==> config.mk <==
export PLATFORM = sky130hd
export DESIGN_NAME = drive_input_terminal_functions
export DESIGN_NICKNAME = d
export VERILOG_FILES = /design/src/design/drive_input_terminal_functions.v
export VERILOG_INCLUDE_DIRS = /design/src /design/src/include
export SDC_FILE = /design/constraint.sdc
export NUM_CORES = 1
export LEC_CHECK = 0
export CAP_MARGIN = 20
export CORE_MARGIN = 3
export CORE_UTILIZATION = 58
export DETAILED_ROUTE_END_ITERATION = 10
export DONT_BUFFER_PORTS = 1
export GPL_ROUTABILITY_DRIVEN = 0
export PLACE_DENSITY = 0.84
export SETUP_SLACK_MARGIN = 0.15
export SLEW_MARGIN = 20
export SYNTH_ARGS = -nofsm -noshare
export SYNTH_HDL_FRONTEND = slang
export SYNTH_SLANG_ARGS = --single-unit
==> constraint.sdc <==
create_clock -name i_ref_clk -period 4.12 [get_ports i_ref_clk]
set_clock_uncertainty 0.1 [all_clocks]
set_input_delay 0.206 -clock i_ref_clk [delete_from_list [all_inputs] [get_ports i_ref_clk]]
set_output_delay 0.206 -clock i_ref_clk [all_outputs]
set_load 0.05 [all_outputs]
==> src/include/drive_input_consts.vh <==
// constants for the drive input-terminal function block
`ifndef DRIVE_INPUT_CONSTS_VH
`define DRIVE_INPUT_CONSTS_VH
// ----------------------------------------
// register byte offsets
// ----------------------------------------
`define OFS_SOURCE_CFG 12'h000
`define OFS_FUNC_SEL 12'h004
`define OFS_HOLD_CFG 12'h008
`define OFS_CONTROL 12'h00C
`define OFS_STATUS 12'h010
`define OFS_FREQ_REF 12'h014
`define OFS_OUT_FREQ 12'h018
`define OFS_STORED_FREQ 12'h01C
// ----------------------------------------
// field layout and reset values
// ----------------------------------------
`define FREF_SRC_LSB 0
`define RUN_SRC_LSB 4
`define FREF_SRC_RST 3'h1
`define RUN_SRC_RST 2'h1
`define FREF_SRC_MAX 3'h4
`define RUN_SRC_MAX 2'h3
`define HOLD_MEM_RST 1'h0
`define FUNC_SEL_RST 25'h0000000
// ----------------------------------------
// input function codes
// ----------------------------------------
`define FN_SRC_SWITCH 5'h01
`define FN_BLOCK_NO 5'h08
`define FN_BLOCK_NC 5'h09
`define FN_RAMP_HOLD 5'h0A
`define FN_UP 5'h10
`define FN_DOWN 5'h11
// ----------------------------------------
// timing
// ----------------------------------------
`define CLK_PERIOD_NS 20
`define DEBOUNCE_NS 1000
`define DEBOUNCE_CYC ((`DEBOUNCE_NS + `CLK_PERIOD_NS - 1) / `CLK_PERIOD_NS)
`define RAMP_STEP 16'h0001
`endif

==> src/design/drive_input_terminal_functions.v <==
// input-terminal function logic: source switch, output block, ramp hold
`include "drive_input_consts.vh"
module drive_input_terminal_functions (
   // clock, enable, reset
   input wire i_ref_clk,
   input wire i_clk_en,
   input wire i_reset_n,
   // apb slave
   input wire i_psel,
   input wire i_penable,
   input wire i_pwrite,
   input wire [11:0] i_paddr,
   input wire [31:0] i_pwdata,
   output wire o_pready,
   output reg [31:0] o_prdata,
   output wire o_pslverr,
   // contacts and panel
   input wire [4:0] i_multi_function_inputs,
   input wire i_panel_toggle_key,
   input wire i_run_cmd,
   // non-volatile store of the held frequency
   input wire [15:0] i_nv_freq,
   output reg o_nv_write,
   output reg [15:0] o_nv_freq,
   // drive stage
   output reg o_output_block,
   output reg o_speed_search,
   output reg [15:0] o_output_freq,
   output reg o_local_mode,
   output reg [2:0] o_frequency_reference_source,
   output reg [1:0] o_run_command_source,
   output reg o_invalid_input_selection_error
);
   // ----------------------------------------
   // registers
   // ----------------------------------------
   reg [2:0] fref_src_r;
   reg [1:0] run_src_r;
   reg held_mem_r;
   reg [24:0] func_sel_r;
   reg [15:0] freq_ref_r;
   reg [15:0] stored_r;
   reg stored_valid_r;
   reg local_r;
   reg key_d_r;
   wire [4:0] filt;
   reg [15:0] out_freq_r;
   reg run_d_r;
   reg block_d_r;
   reg hold_d_r;
   reg [15:0] pre_block_ref_r;
   wire [4:0] fn_switch;
   wire [4:0] fn_no;
   wire [4:0] fn_nc;
   wire [4:0] fn_hold;
   wire [4:0] fn_up;
   wire [4:0] fn_dn;
   wire [4:0] lvl_switch;
   wire [4:0] lvl_block;
   wire [4:0] lvl_hold;
   wire wr;
   wire running;
   wire hold_on;
   wire block_on;
   wire src_switch_asg;
   wire mem_active;
   wire up_asg;
   wire dn_asg;
   wire hold_asg;
   assign wr = i_psel & i_penable & i_pwrite & i_clk_en;
   assign o_pready = 1'b1;
   assign o_pslverr = 1'b0;
   // ----------------------------------------
   // per-terminal filter and function decode
   // ----------------------------------------
   genvar g;
   generate
      for (g = 0; g < 5; g = g + 1) begin : term
         reg [9:0] cnt_r;
         reg sync1_r;
         reg sync2_r;
         reg filt_r;
         wire [4:0] fs;
         assign fs = func_sel_r[g*5 +: 5];
         assign filt[g] = filt_r;
         always @(posedge i_ref_clk or negedge i_reset_n) begin
            if (!i_reset_n) begin
               sync1_r <= 1'b0;
               sync2_r <= 1'b0;
               filt_r <= 1'b0;
               cnt_r <= 10'h000;
            end else if (i_clk_en) begin
               sync1_r <= i_multi_function_inputs[g];
               sync2_r <= sync1_r;
               // level must stand steady for the whole window before it is believed
               if (sync2_r == filt_r) begin
                  cnt_r <= 10'h000;
               end else if (cnt_r == `DEBOUNCE_CYC - 1) begin
                  filt_r <= sync2_r;
                  cnt_r <= 10'h000;
               end else begin
                  cnt_r <= cnt_r + 10'h001;
               end
            end
         end
         assign fn_switch[g] = (fs == `FN_SRC_SWITCH);
         assign fn_no[g] = (fs == `FN_BLOCK_NO);
         assign fn_nc[g] = (fs == `FN_BLOCK_NC);
         assign fn_hold[g] = (fs == `FN_RAMP_HOLD);
         assign fn_up[g] = (fs == `FN_UP);
         assign fn_dn[g] = (fs == `FN_DOWN);
         assign lvl_switch[g] = fn_switch[g] & filt[g];
         assign lvl_block[g] = (fn_no[g] & filt[g]) | (fn_nc[g] & ~filt[g]);
         assign lvl_hold[g] = fn_hold[g] & filt[g];
      end
   endgenerate
   assign src_switch_asg = |fn_switch;
   assign hold_asg = |fn_hold;
   assign up_asg = |fn_up;
   assign dn_asg = |fn_dn;
   assign block_on = |lvl_block;
   assign hold_on = |lvl_hold;
   assign mem_active = held_mem_r & (hold_asg | up_asg | dn_asg);
   assign running = run_d_r;
   // ----------------------------------------
   // register writes
   // ----------------------------------------
   always @(posedge i_ref_clk or negedge i_reset_n) begin
      if (!i_reset_n) begin
         fref_src_r <= `FREF_SRC_RST;
         run_src_r <= `RUN_SRC_RST;
         held_mem_r <= `HOLD_MEM_RST;
         func_sel_r <= `FUNC_SEL_RST;
         freq_ref_r <= 16'h0000;
      end else if (wr) begin
         if (i_paddr == `OFS_SOURCE_CFG && !running) begin
            // out-of-range values are dropped and the old setting kept
            if (i_pwdata[`FREF_SRC_LSB +: 3] <= `FREF_SRC_MAX) begin
               fref_src_r <= i_pwdata[`FREF_SRC_LSB +: 3];
            end
            run_src_r <= i_pwdata[`RUN_SRC_LSB +: 2];
         end
         if (i_paddr == `OFS_HOLD_CFG && !running) begin
            held_mem_r <= i_pwdata[0];
         end
         if (i_paddr == `OFS_FUNC_SEL) begin
            func_sel_r <= i_pwdata[24:0];
         end
         if (i_paddr == `OFS_FREQ_REF) begin
            freq_ref_r <= i_pwdata[15:0];
         end
      end
   end
   // ----------------------------------------
   // register reads
   // ----------------------------------------
   always @* begin
      case (i_paddr)
         `OFS_SOURCE_CFG: o_prdata = {26'h0000000, run_src_r, 1'b0, fref_src_r};
         `OFS_FUNC_SEL: o_prdata = {7'h00, func_sel_r};
         `OFS_HOLD_CFG: o_prdata = {31'h00000000, held_mem_r};
         `OFS_STATUS: o_prdata = {26'h0000000, o_invalid_input_selection_error,
                                  hold_on, block_on, local_r, 1'b0, running};
         `OFS_FREQ_REF: o_prdata = {16'h0000, freq_ref_r};
         `OFS_OUT_FREQ: o_prdata = {16'h0000, out_freq_r};
         `OFS_STORED_FREQ: o_prdata = {16'h0000, stored_r};
         default: o_prdata = 32'h00000000;
      endcase
   end
   // ----------------------------------------
   // local/remote selection
   // ----------------------------------------
   always @(posedge i_ref_clk or negedge i_reset_n) begin
      if (!i_reset_n) begin
         local_r <= 1'b0;
         key_d_r <= 1'b0;
      end else if (i_clk_en) begin
         key_d_r <= i_panel_toggle_key;
         if (src_switch_asg) begin
            local_r <= |lvl_switch;
         end else if (i_panel_toggle_key && !key_d_r) begin
            local_r <= ~local_r;
         end
      end
   end
   // ----------------------------------------
   // ramp, hold, block
   // ----------------------------------------
   always @(posedge i_ref_clk or negedge i_reset_n) begin
      if (!i_reset_n) begin
         out_freq_r <= 16'h0000;
         run_d_r <= 1'b0;
         block_d_r <= 1'b0;
         hold_d_r <= 1'b0;
         pre_block_ref_r <= 16'h0000;
         stored_r <= 16'h0000;
         stored_valid_r <= 1'b0;
         o_nv_write <= 1'b0;
         o_nv_freq <= 16'h0000;
         o_speed_search <= 1'b0;
      end else if (i_clk_en) begin
         run_d_r <= i_run_cmd;
         block_d_r <= block_on;
         hold_d_r <= hold_on;
         o_nv_write <= 1'b0;
         o_speed_search <= 1'b0;
         // stored value is fetched from the external store once after reset
         if (!stored_valid_r) begin
            stored_r <= i_nv_freq;
            stored_valid_r <= 1'b1;
         end
         if (block_on && !block_d_r) begin
            pre_block_ref_r <= out_freq_r;
         end
         if (i_run_cmd && !run_d_r && hold_on) begin
            out_freq_r <= mem_active ? stored_r : 16'h0000;
         end else if (!i_run_cmd) begin
            out_freq_r <= mem_active ? out_freq_r : 16'h0000;
         end else if (block_on) begin
            out_freq_r <= out_freq_r;
         end else if (block_d_r) begin
            out_freq_r <= pre_block_ref_r;
            o_speed_search <= 1'b1;
         end else if (hold_on) begin
            out_freq_r <= out_freq_r;
         end else if (out_freq_r < freq_ref_r) begin
            out_freq_r <= out_freq_r + `RAMP_STEP;
         end else if (out_freq_r > freq_ref_r) begin
            out_freq_r <= out_freq_r - `RAMP_STEP;
         end
         if (hold_on && !hold_d_r && held_mem_r && i_run_cmd) begin
            stored_r <= out_freq_r;
            o_nv_write <= 1'b1;
            o_nv_freq <= out_freq_r;
         end
      end
   end
   // ----------------------------------------
   // outputs
   // ----------------------------------------
   always @(posedge i_ref_clk or negedge i_reset_n) begin
      if (!i_reset_n) begin
         o_output_block <= 1'b0;
         o_output_freq <= 16'h0000;
         o_local_mode <= 1'b0;
         o_frequency_reference_source <= `FREF_SRC_RST;
         o_run_command_source <= `RUN_SRC_RST;
         o_invalid_input_selection_error <= 1'b0;
      end else if (i_clk_en) begin
         o_output_block <= block_on;
         o_output_freq <= block_on ? 16'h0000 : out_freq_r;
         o_local_mode <= local_r;
         // local means the panel drives both run and reference
         o_frequency_reference_source <= local_r ? 3'h0 : fref_src_r;
         o_run_command_source <= local_r ? 2'h0 : run_src_r;
         o_invalid_input_selection_error <= (up_asg ^ dn_asg) | ((up_asg | dn_asg) & hold_asg);
      end
   end
endmodule

==> qor_table.md, run 1 <==
| Result | Value |
|:---|:---|
| Count of synthesis-stage warnings from yosys | 0 |
| Row cnt | 50 |
| Remaining design rule violation count | 0 |
| CTS tree | built |
| Seq cells post-synth | 207 |
| Final number of max-transition violations | 0 |
| Wire length of the first global-routing pass | 49,120 um |
| LEAKAGE | 5.758 nW |
| Area share of the largest cell type after synthesis | 44.88% |
| Clock period minus final worst setup slack | 3.908 ns |
| Worst setup margin | 0.2125 ns |
| Crit path kind | flip-flop to flip-flop |
| Drt via density | 6.442 |
| Critical R2R Launch | freq_ref_r[1] |
| Count of flip-flops with a built-in enable after synthesis | 0 |
| Outcome | finished with violations |
| Worst ir drop on vdd | 0.3258 mV |
| Tightest slew margin relative to the limit | 37.47% |
| Insertion delay to the later sink of the worst-skew pair | 0.52 ns |
| Routed wirelength normalized by instance count | 20.87 um |
| Sort of element at the end of the critical path | flip-flop |
| Largest cells by area after synthesis | dfrtp_1, mux2_2, ha_1 |
| Maximum level of the CTS H-tree | 1 |
| Initial core utilization | 59.71% |
| Pin count of the biggest net entering global routing | 208 |
| Post-route cell area | 13,170 um2 |
| Violations in the final reports | hold timing |
| Max Buffers Root-to-Sink | 3 |
| Kind of launch point of the worst setup path | flip-flop |
| Max_cap viols | 0 |
| Total vias in the final route | 9,482 |
| Worst slack, placed | 0.1115 ns |
| Count of inserted antenna diode cells | 0 |
| CP startpoint | freq_ref_r[1] |
| Number of cells after detailed placement | 1,369 |
| Fraction of layout instances using a drive strength above 1 | 17.41% |
| Fraction of synthesis flops using an asynchronous set or reset pin | 100.0% |
| Non-filler cells in the finished layout | 1,472 |
| Number of instances in the synthesized netlist | 1,123 |
| Number of DRC violations after detailed-routing iteration 0 | 751 |
| Total Routed Length | 30,720 um |
| Setup repair after global routing missed its margin | true |
| Estimated wirelength of the detail-placed design | 19,930 um |
| Clk root buf | clkbuf_16 |
| Unique cell type count in the Yosys netlist | 77 |
| Count of nets after finishing | 1,310 |
| Multi-input logic area | 5824 um2 |
| Die Outline Area | 21,230 um2 |
| Clock transition at path regs | 0.06 ns |
| Antenna-violating nets left | 0 |
| Setup violations, final | 0 |
| Final hold slack | -0.6972 ns |
| Number of clock sinks seen by CTS | 207 |
| Data required time of the critical path | 4.40 ns |
| Number of global-route vias before repair | 9,463 |
| IO Pins | 149 |
| Sum of negative setup slack | 0 ns |
| Post-Place Cell Area | 11,750 um2 |
| Antenna violations before repair | 1 |
| Worst Tran Pin Value | 0.9361 ns |
| Maximum fanout along the worst path | 8 |
| Mean instance size in the synthesized netlist | 10.08 um2 |
| Total CTS buffers | 23 |
| Power Dens Cells | 567.4 nW/um2 |
| Design Power | 7.475 mW |
| Final cycle utilization of the critical path | 94.84% |
| Final core occ | 69.50% |
| Share of the yosys chip area belonging to registers | 45.81% |
| Drt first pass iters | 7 |
| GR Overflow Total | 0 |
| Number of hold violations in the final report | 207 |
| Maximum operating frequency | 255.9 MHz |
| Horizontal die dimension | 145.7 um |
| Relative area change from synthesis to final layout | 16.39% |
| Leading cell type in the layout, fill and taps excluded | dfrtp_1 |
| Arrival @ worst endpoint | 4.19 ns |
| Synthesized cell area | 11,320 um2 |
| Aggregate global-route resource usage | 28.14% |
| Leading register cell type out of synthesis | dfrtp_1 |
| Placeable core region | 18,960 um2 |
| Class of the worst hold path | primary input to asynchronous set/reset pin |
| Sequential standard cell area | 5186 um2 |
| DIE HEIGHT | 145.7 um |
| Port-buffer cells | 0 |
| Cell type with the highest aggregate area in the netlist | dfrtp_1 |
| Filler Cells Inserted | 1,327 |
| Most used cells in the layout excluding fill and tap cells | dfrtp_1, nand2_1, mux2_2, nor2_1, o21ai_0 |
| Number of buffers added to fix hold violations after cts | 55 |
path summary, 6_finish.rpt:
check                                                   to  slack (ns)  cells past startpoint
setup / recovery                            out_freq_r[13]        0.21                     16
hold / removal                            term[2].cnt_r[2]       -0.70                      0
setup reg to reg                            out_freq_r[13]        0.21                     16
hold reg to reg                            term[2].sync1_r        0.40                      1
max in group asynchronous  o_frequency_reference_source[0]        4.40                      0
min in group i_ref_clk                    o_output_freq[7]        0.04                      3
cells in the mapped netlist, types with 13 or more instances:
cell	instances
o22ai_1	24
nand3_1	28
and3_1	15
nor2_1	80
o21ai_0	92
nand2b_1	21
mux2i_1	22
nand4_1	13
nor3_1	23
ha_1	41
a21oi_1	52
nand2_1	92
inv_1	38
dfrtp_1	203
a22oi_1	19
clkbuf_1	39
xor2_1	15
o2bb2ai_1	23
mux2_2	84
flip-flops by register name (all words and copies together) (netlist names), 16 cells and up:
name / count
stored_r: 16
pre_block_ref_r: 16
term.cnt_r: 50
freq_ref_r: 16
o_output_freq: 16
out_freq_r: 16
o_nv_freq: 16
func_sel_r: 25
cells by family (layout without fill, tap and decap cells):
logic type,Yosys count,after routing,share of synthesized area [%]
adder cells (fa/ha/maj),42,42,4.709
AND/OR/NAND/NOR,337,337,14.93
multiplexers,116,116,11.83
XOR/XNOR,26,26,2.012
AO/OA/AOI/OAI,291,291,16.67
buffers and inverters,102,184,3.969
flip-flops,207,207,45.81
other,2,9,0.06635
timing repair:
item                                   4_1_cts  5_1_grt
setup endpoints to repair                    3        7
cloned                                       0        1
setup buffers                                0        5
pin swaps                                    0        5
resized for setup                            2       12
endpoints found under the hold margin      346      207
metal layers:
metal  wire, um  track usage, %
met1      12500           37.47
met2      14330           45.85
met3       2973           7.069
met4        905           8.452
met5          8               0
final cells by class:
type	instances	area share (%)
clock buffers	33	4.806
inverters	39	1.111
flip-flops and latches	207	39.37
clock inverters	9	0.9783
multi-input cells	821	44.21
well taps	260	2.469
repair buffers	103	7.057
power breakdown:
part | switching, mW | internal (mW)
clock network | 0.827 | 1.26
registers | 0.349 | 2.21
logic | 1.62 | 1.21
total | 2.79 | 4.68
critical path, cell delays in order (launching register included):
cell	delay [ns]
dfrtp_1	0.38
inv_1	0.06
ha_1	0.30
nor2b_2	0.16
o21bai_1	0.09
a2111o_1	0.36
o211ai_1	0.13
buf_6	0.19
ha_1	0.26
a211oi_2	0.23
o21bai_1	0.14
o21ai_2	0.24
o21ai_4	0.10
o41ai_4	0.41
xnor2_1	0.14
a222oi_1	0.37
a21oi_1	0.12
No activity file was read; power rests on OpenSTA's default activity.
==> run 2: changes to the inputs <==
--- a/config.mk
+++ b/config.mk
@@ -12,7 +12,7 @@
 export DETAILED_ROUTE_END_ITERATION = 10
 export DONT_BUFFER_PORTS = 1
 export GPL_ROUTABILITY_DRIVEN = 0
-export PLACE_DENSITY = 0.84
+export PLACE_DENSITY = 0.76
 export SETUP_SLACK_MARGIN = 0.15
 export SLEW_MARGIN = 20
 export SYNTH_ARGS = -nofsm -noshare
==> run 2 against run 1 <==
Net effect: combinational power increased by 11%; largest power group unchanged; the run still ends with hold timing left; first-iteration DRC count is 12% higher; critical endpoint is now out_freq_r[15]; largest cell class unchanged; worst hold slack lost 0.0011 ns; critical path type unchanged.
==> qor_table.md, run 2 (synthesized netlist as in run 1, its figures left out) <==
| Result | Value | Change |
|:---|:---|:---|
| GR Overflow Total | 0 | unchanged |
| Max_cap viols | 0 | unchanged |
| Port-buffer cells | 0 | unchanged |
| Total vias in the final route | 9,260 | -2.3% |
| Seq pwr share | 32.2% | -2.0 points |
| Worst Tran Pin Value | 1.118 ns | +0.1816 ns |
| Power Dens Cells | 594.3 nW/um2 | +4.7% |
| Number of clock sinks seen by CTS | 207 | unchanged |
| Routed wirelength normalized by instance count | 20.85 um | about the same |
| Largest register by flop count | term.cnt_r |  |
| Violations in the final reports | hold timing |  |
| Antenna violations before repair | 2 | +1 |
| CTS tree | built |  |
| Sort of element at the end of the critical path | flip-flop |  |
| Internal portion of total power | 5.047 mW | +7.8% |
| Number of global-route vias before repair | 9,170 | -3.1% |
| Sum of negative setup slack | 0 ns | unchanged |
| Post-route cell area | 13,420 um2 | +1.9% |
| Worst ir drop on vdd | 0.3592 mV | +10% |
| Fraction of layout instances using a drive strength above 1 | 19.42% | +2.0 points |
| Leading cell type in the layout, fill and taps excluded | dfrtp_1 |  |
| Registers with the most flip-flops | term.cnt_r x50, func_sel_r x25 |  |
| Crit path kind | flip-flop to flip-flop |  |
| Setup repair after global routing missed its margin | true |  |
| Outcome | finished with violations |  |
| Clock transition at path regs | 0.06 ns | about the same |
| Remaining design rule violation count | 0 | unchanged |
| Estimated wirelength of the detail-placed design | 19,780 um | -0.78% |
| Count of nets after finishing | 1,309 | -0.076% |
| Setup violations, final | 0 | unchanged |
| NetSw | 2.927 mW | +4.7% |
| Filler Cells Inserted | 1,365 | +2.9% |
| Relative area change from synthesis to final layout | 18.55% |  |
| Worst slack, placed | 0.1988 ns | +0.08729 ns |
| Arrival @ worst endpoint | 4.20 ns | about the same |
| Final core occ | 70.79% | +1.3 points |
| LEAKAGE | 5.826 nW | +1.2% |
| Initial core utilization | 59.71% | unchanged |
| Aggregate global-route resource usage | 27.80% | -0.33 points |
| Relative contribution of the clock network to total power | 28.4% | +0.5 points |
| Most used cells in the layout excluding fill and tap cells | dfrtp_1, nand2_1, mux2_2, nor2_1, o21ai_0 |  |
| Worst-case register-to-register setup slack | 0.19 ns | -0.02 ns |
| Antenna-violating nets left | 0 | unchanged |
| Clk root buf | clkbuf_16 |  |
| Final cycle utilization of the critical path | 95.30% | +0.45 points |
| IO Pins | 149 | unchanged |
| Switching share of power | 36.70% | -0.68 points |
| Total CTS buffers | 23 | unchanged |
| Data required time of the critical path | 4.40 ns | about the same |
| Horizontal die dimension | 145.7 um | unchanged |
| Tightest slew margin relative to the limit | 25.33% | -12 points |
| Maximum fanout along the worst path | 5 | -3 |
| Final number of max-transition violations | 0 | unchanged |
| Post-Place Cell Area | 11,740 um2 | about the same |
| Maximum operating frequency | 254.7 MHz | -0.48% |
| Wire length of the first global-routing pass | 48,760 um | -0.73% |
| Number of buffers added to fix hold violations after cts | 53 | -3.6% |
| Die Outline Area | 21,230 um2 | unchanged |
| Proportion of power drawn by combinational gates | 39.4% | +1.5 points |
| Insertion delay to the later sink of the worst-skew pair | 0.51 ns | about the same |
| Clock period minus final worst setup slack | 3.926 ns | +0.01872 ns |
| Number of DRC violations after detailed-routing iteration 0 | 841 | +12% |
| Class of the worst hold path | primary input to asynchronous set/reset pin |  |
| Placeable core region | 18,960 um2 | unchanged |
| Drt via density | 6.295 | -2.3% |
| Drt first pass iters | 6 | -1 |
| DIE HEIGHT | 145.7 um | unchanged |
| Row cnt | 50 | unchanged |
| Number of hold violations in the final report | 207 | unchanged |
| Kind of launch point of the worst setup path | flip-flop |  |
| Pin count of the biggest net entering global routing | 208 | unchanged |
| Total Routed Length | 30,670 um | -0.15% |
| Worst setup margin | 0.1937 ns | -0.01872 ns |
| Maximum level of the CTS H-tree | 1 | unchanged |
| Final hold slack | -0.6983 ns | -0.001120 ns |
| Max Buffers Root-to-Sink | 3 | unchanged |
| Largest register FFs | 50 | unchanged |
[run 2: cell type report]
class | count | area, um2 | area share [%]
Timing Repair Buffer | 102 | 923.4 | 6.882
Clock inverter | 7 | 160.2 | 1.194
Clock buffer | 34 | 676.9 | 5.045
Multi-Input combinational cell | 821 | 5997 | 44.69
Tap cell | 260 | 325.3 | 2.424
Inverter | 39 | 146.4 | 1.091
Antenna cell | 1 | 2.502 | 0.01865
Sequential cell | 207 | 5186 | 38.65
[run 2: worst paths after layout]
| kind | start | endpoint | depth (start not counted) |
|---|---|---|---|
| setup / recovery | freq_ref_r[1] | out_freq_r[15] | 17 |
| hold / removal | i_reset_n | term[3].cnt_r[2] | 0 |
| setup reg to reg | freq_ref_r[1] | out_freq_r[15] | 17 |
| hold reg to reg | term[2].sync1_r | term[2].sync1_r | 1 |
| max in group asynchronous | i_reset_n | pre_block_ref_r[2] | 0 |
| min in group i_ref_clk | i_clk_en | o_output_freq[1] | 3 |
[run 2: per-stage QoR]
stage | total power [mW] | cells
2_1_floorplan | 4.384 | 1130
3_3_place_gp | 4.962 | 1368
3_5_place_dp | 5.050 | 1368
4_1_cts | 7.444 | 1462
5_1_grt | 8.391 | 1471
6_report | 7.974 | 1471
[run 2: layer usage]
metal / vias to the layer above / part of all wire, % / GRT usage (%)
met5: - / 0.042 / 0
met4: 2 / 2.6 / 6.933
met3: 69 / 8.5 / 6.073
met2: 386 / 46 / 43.59
met1: 4575 / 43 / 39.76
li1: 4228 / - / -
[run 2: power groups by stage]
stage / clock (mW) / combinational [mW] / sequential, mW
2_1_floorplan: 0 / 1.78 / 2.60
3_3_place_gp: 0 / 2.38 / 2.59
3_5_place_dp: 0 / 2.46 / 2.59
4_1_cts: 2.29 / 2.60 / 2.56
5_1_grt: 2.38 / 3.42 / 2.59
6_report: 2.26 / 3.14 / 2.57
[run 2: what timing repair did]
item,4_1_cts,5_1_grt
cloned,0,1
pin swaps,0,14
endpoints found under the setup margin,1,8
resized for setup,1,42
buffers inserted,0,7
endpoints found under the hold margin,346,207
[run 2: worst max-delay path, cell delays in order (launching register included)]
cell      delay [ns]
dfrtp_1         0.39
inv_2           0.06
ha_4            0.26
nor2b_4         0.16
o21bai_4        0.08
a2111o_1        0.36
o211ai_1        0.12
buf_4           0.24
buf_6           0.12
ha_4            0.19
o21a_1          0.23
o22a_1          0.25
o21ai_4         0.10
o21ai_4         0.10
o41ai_4         0.42
mux2_4          0.34
o221ai_2        0.15
o211ai_1        0.11
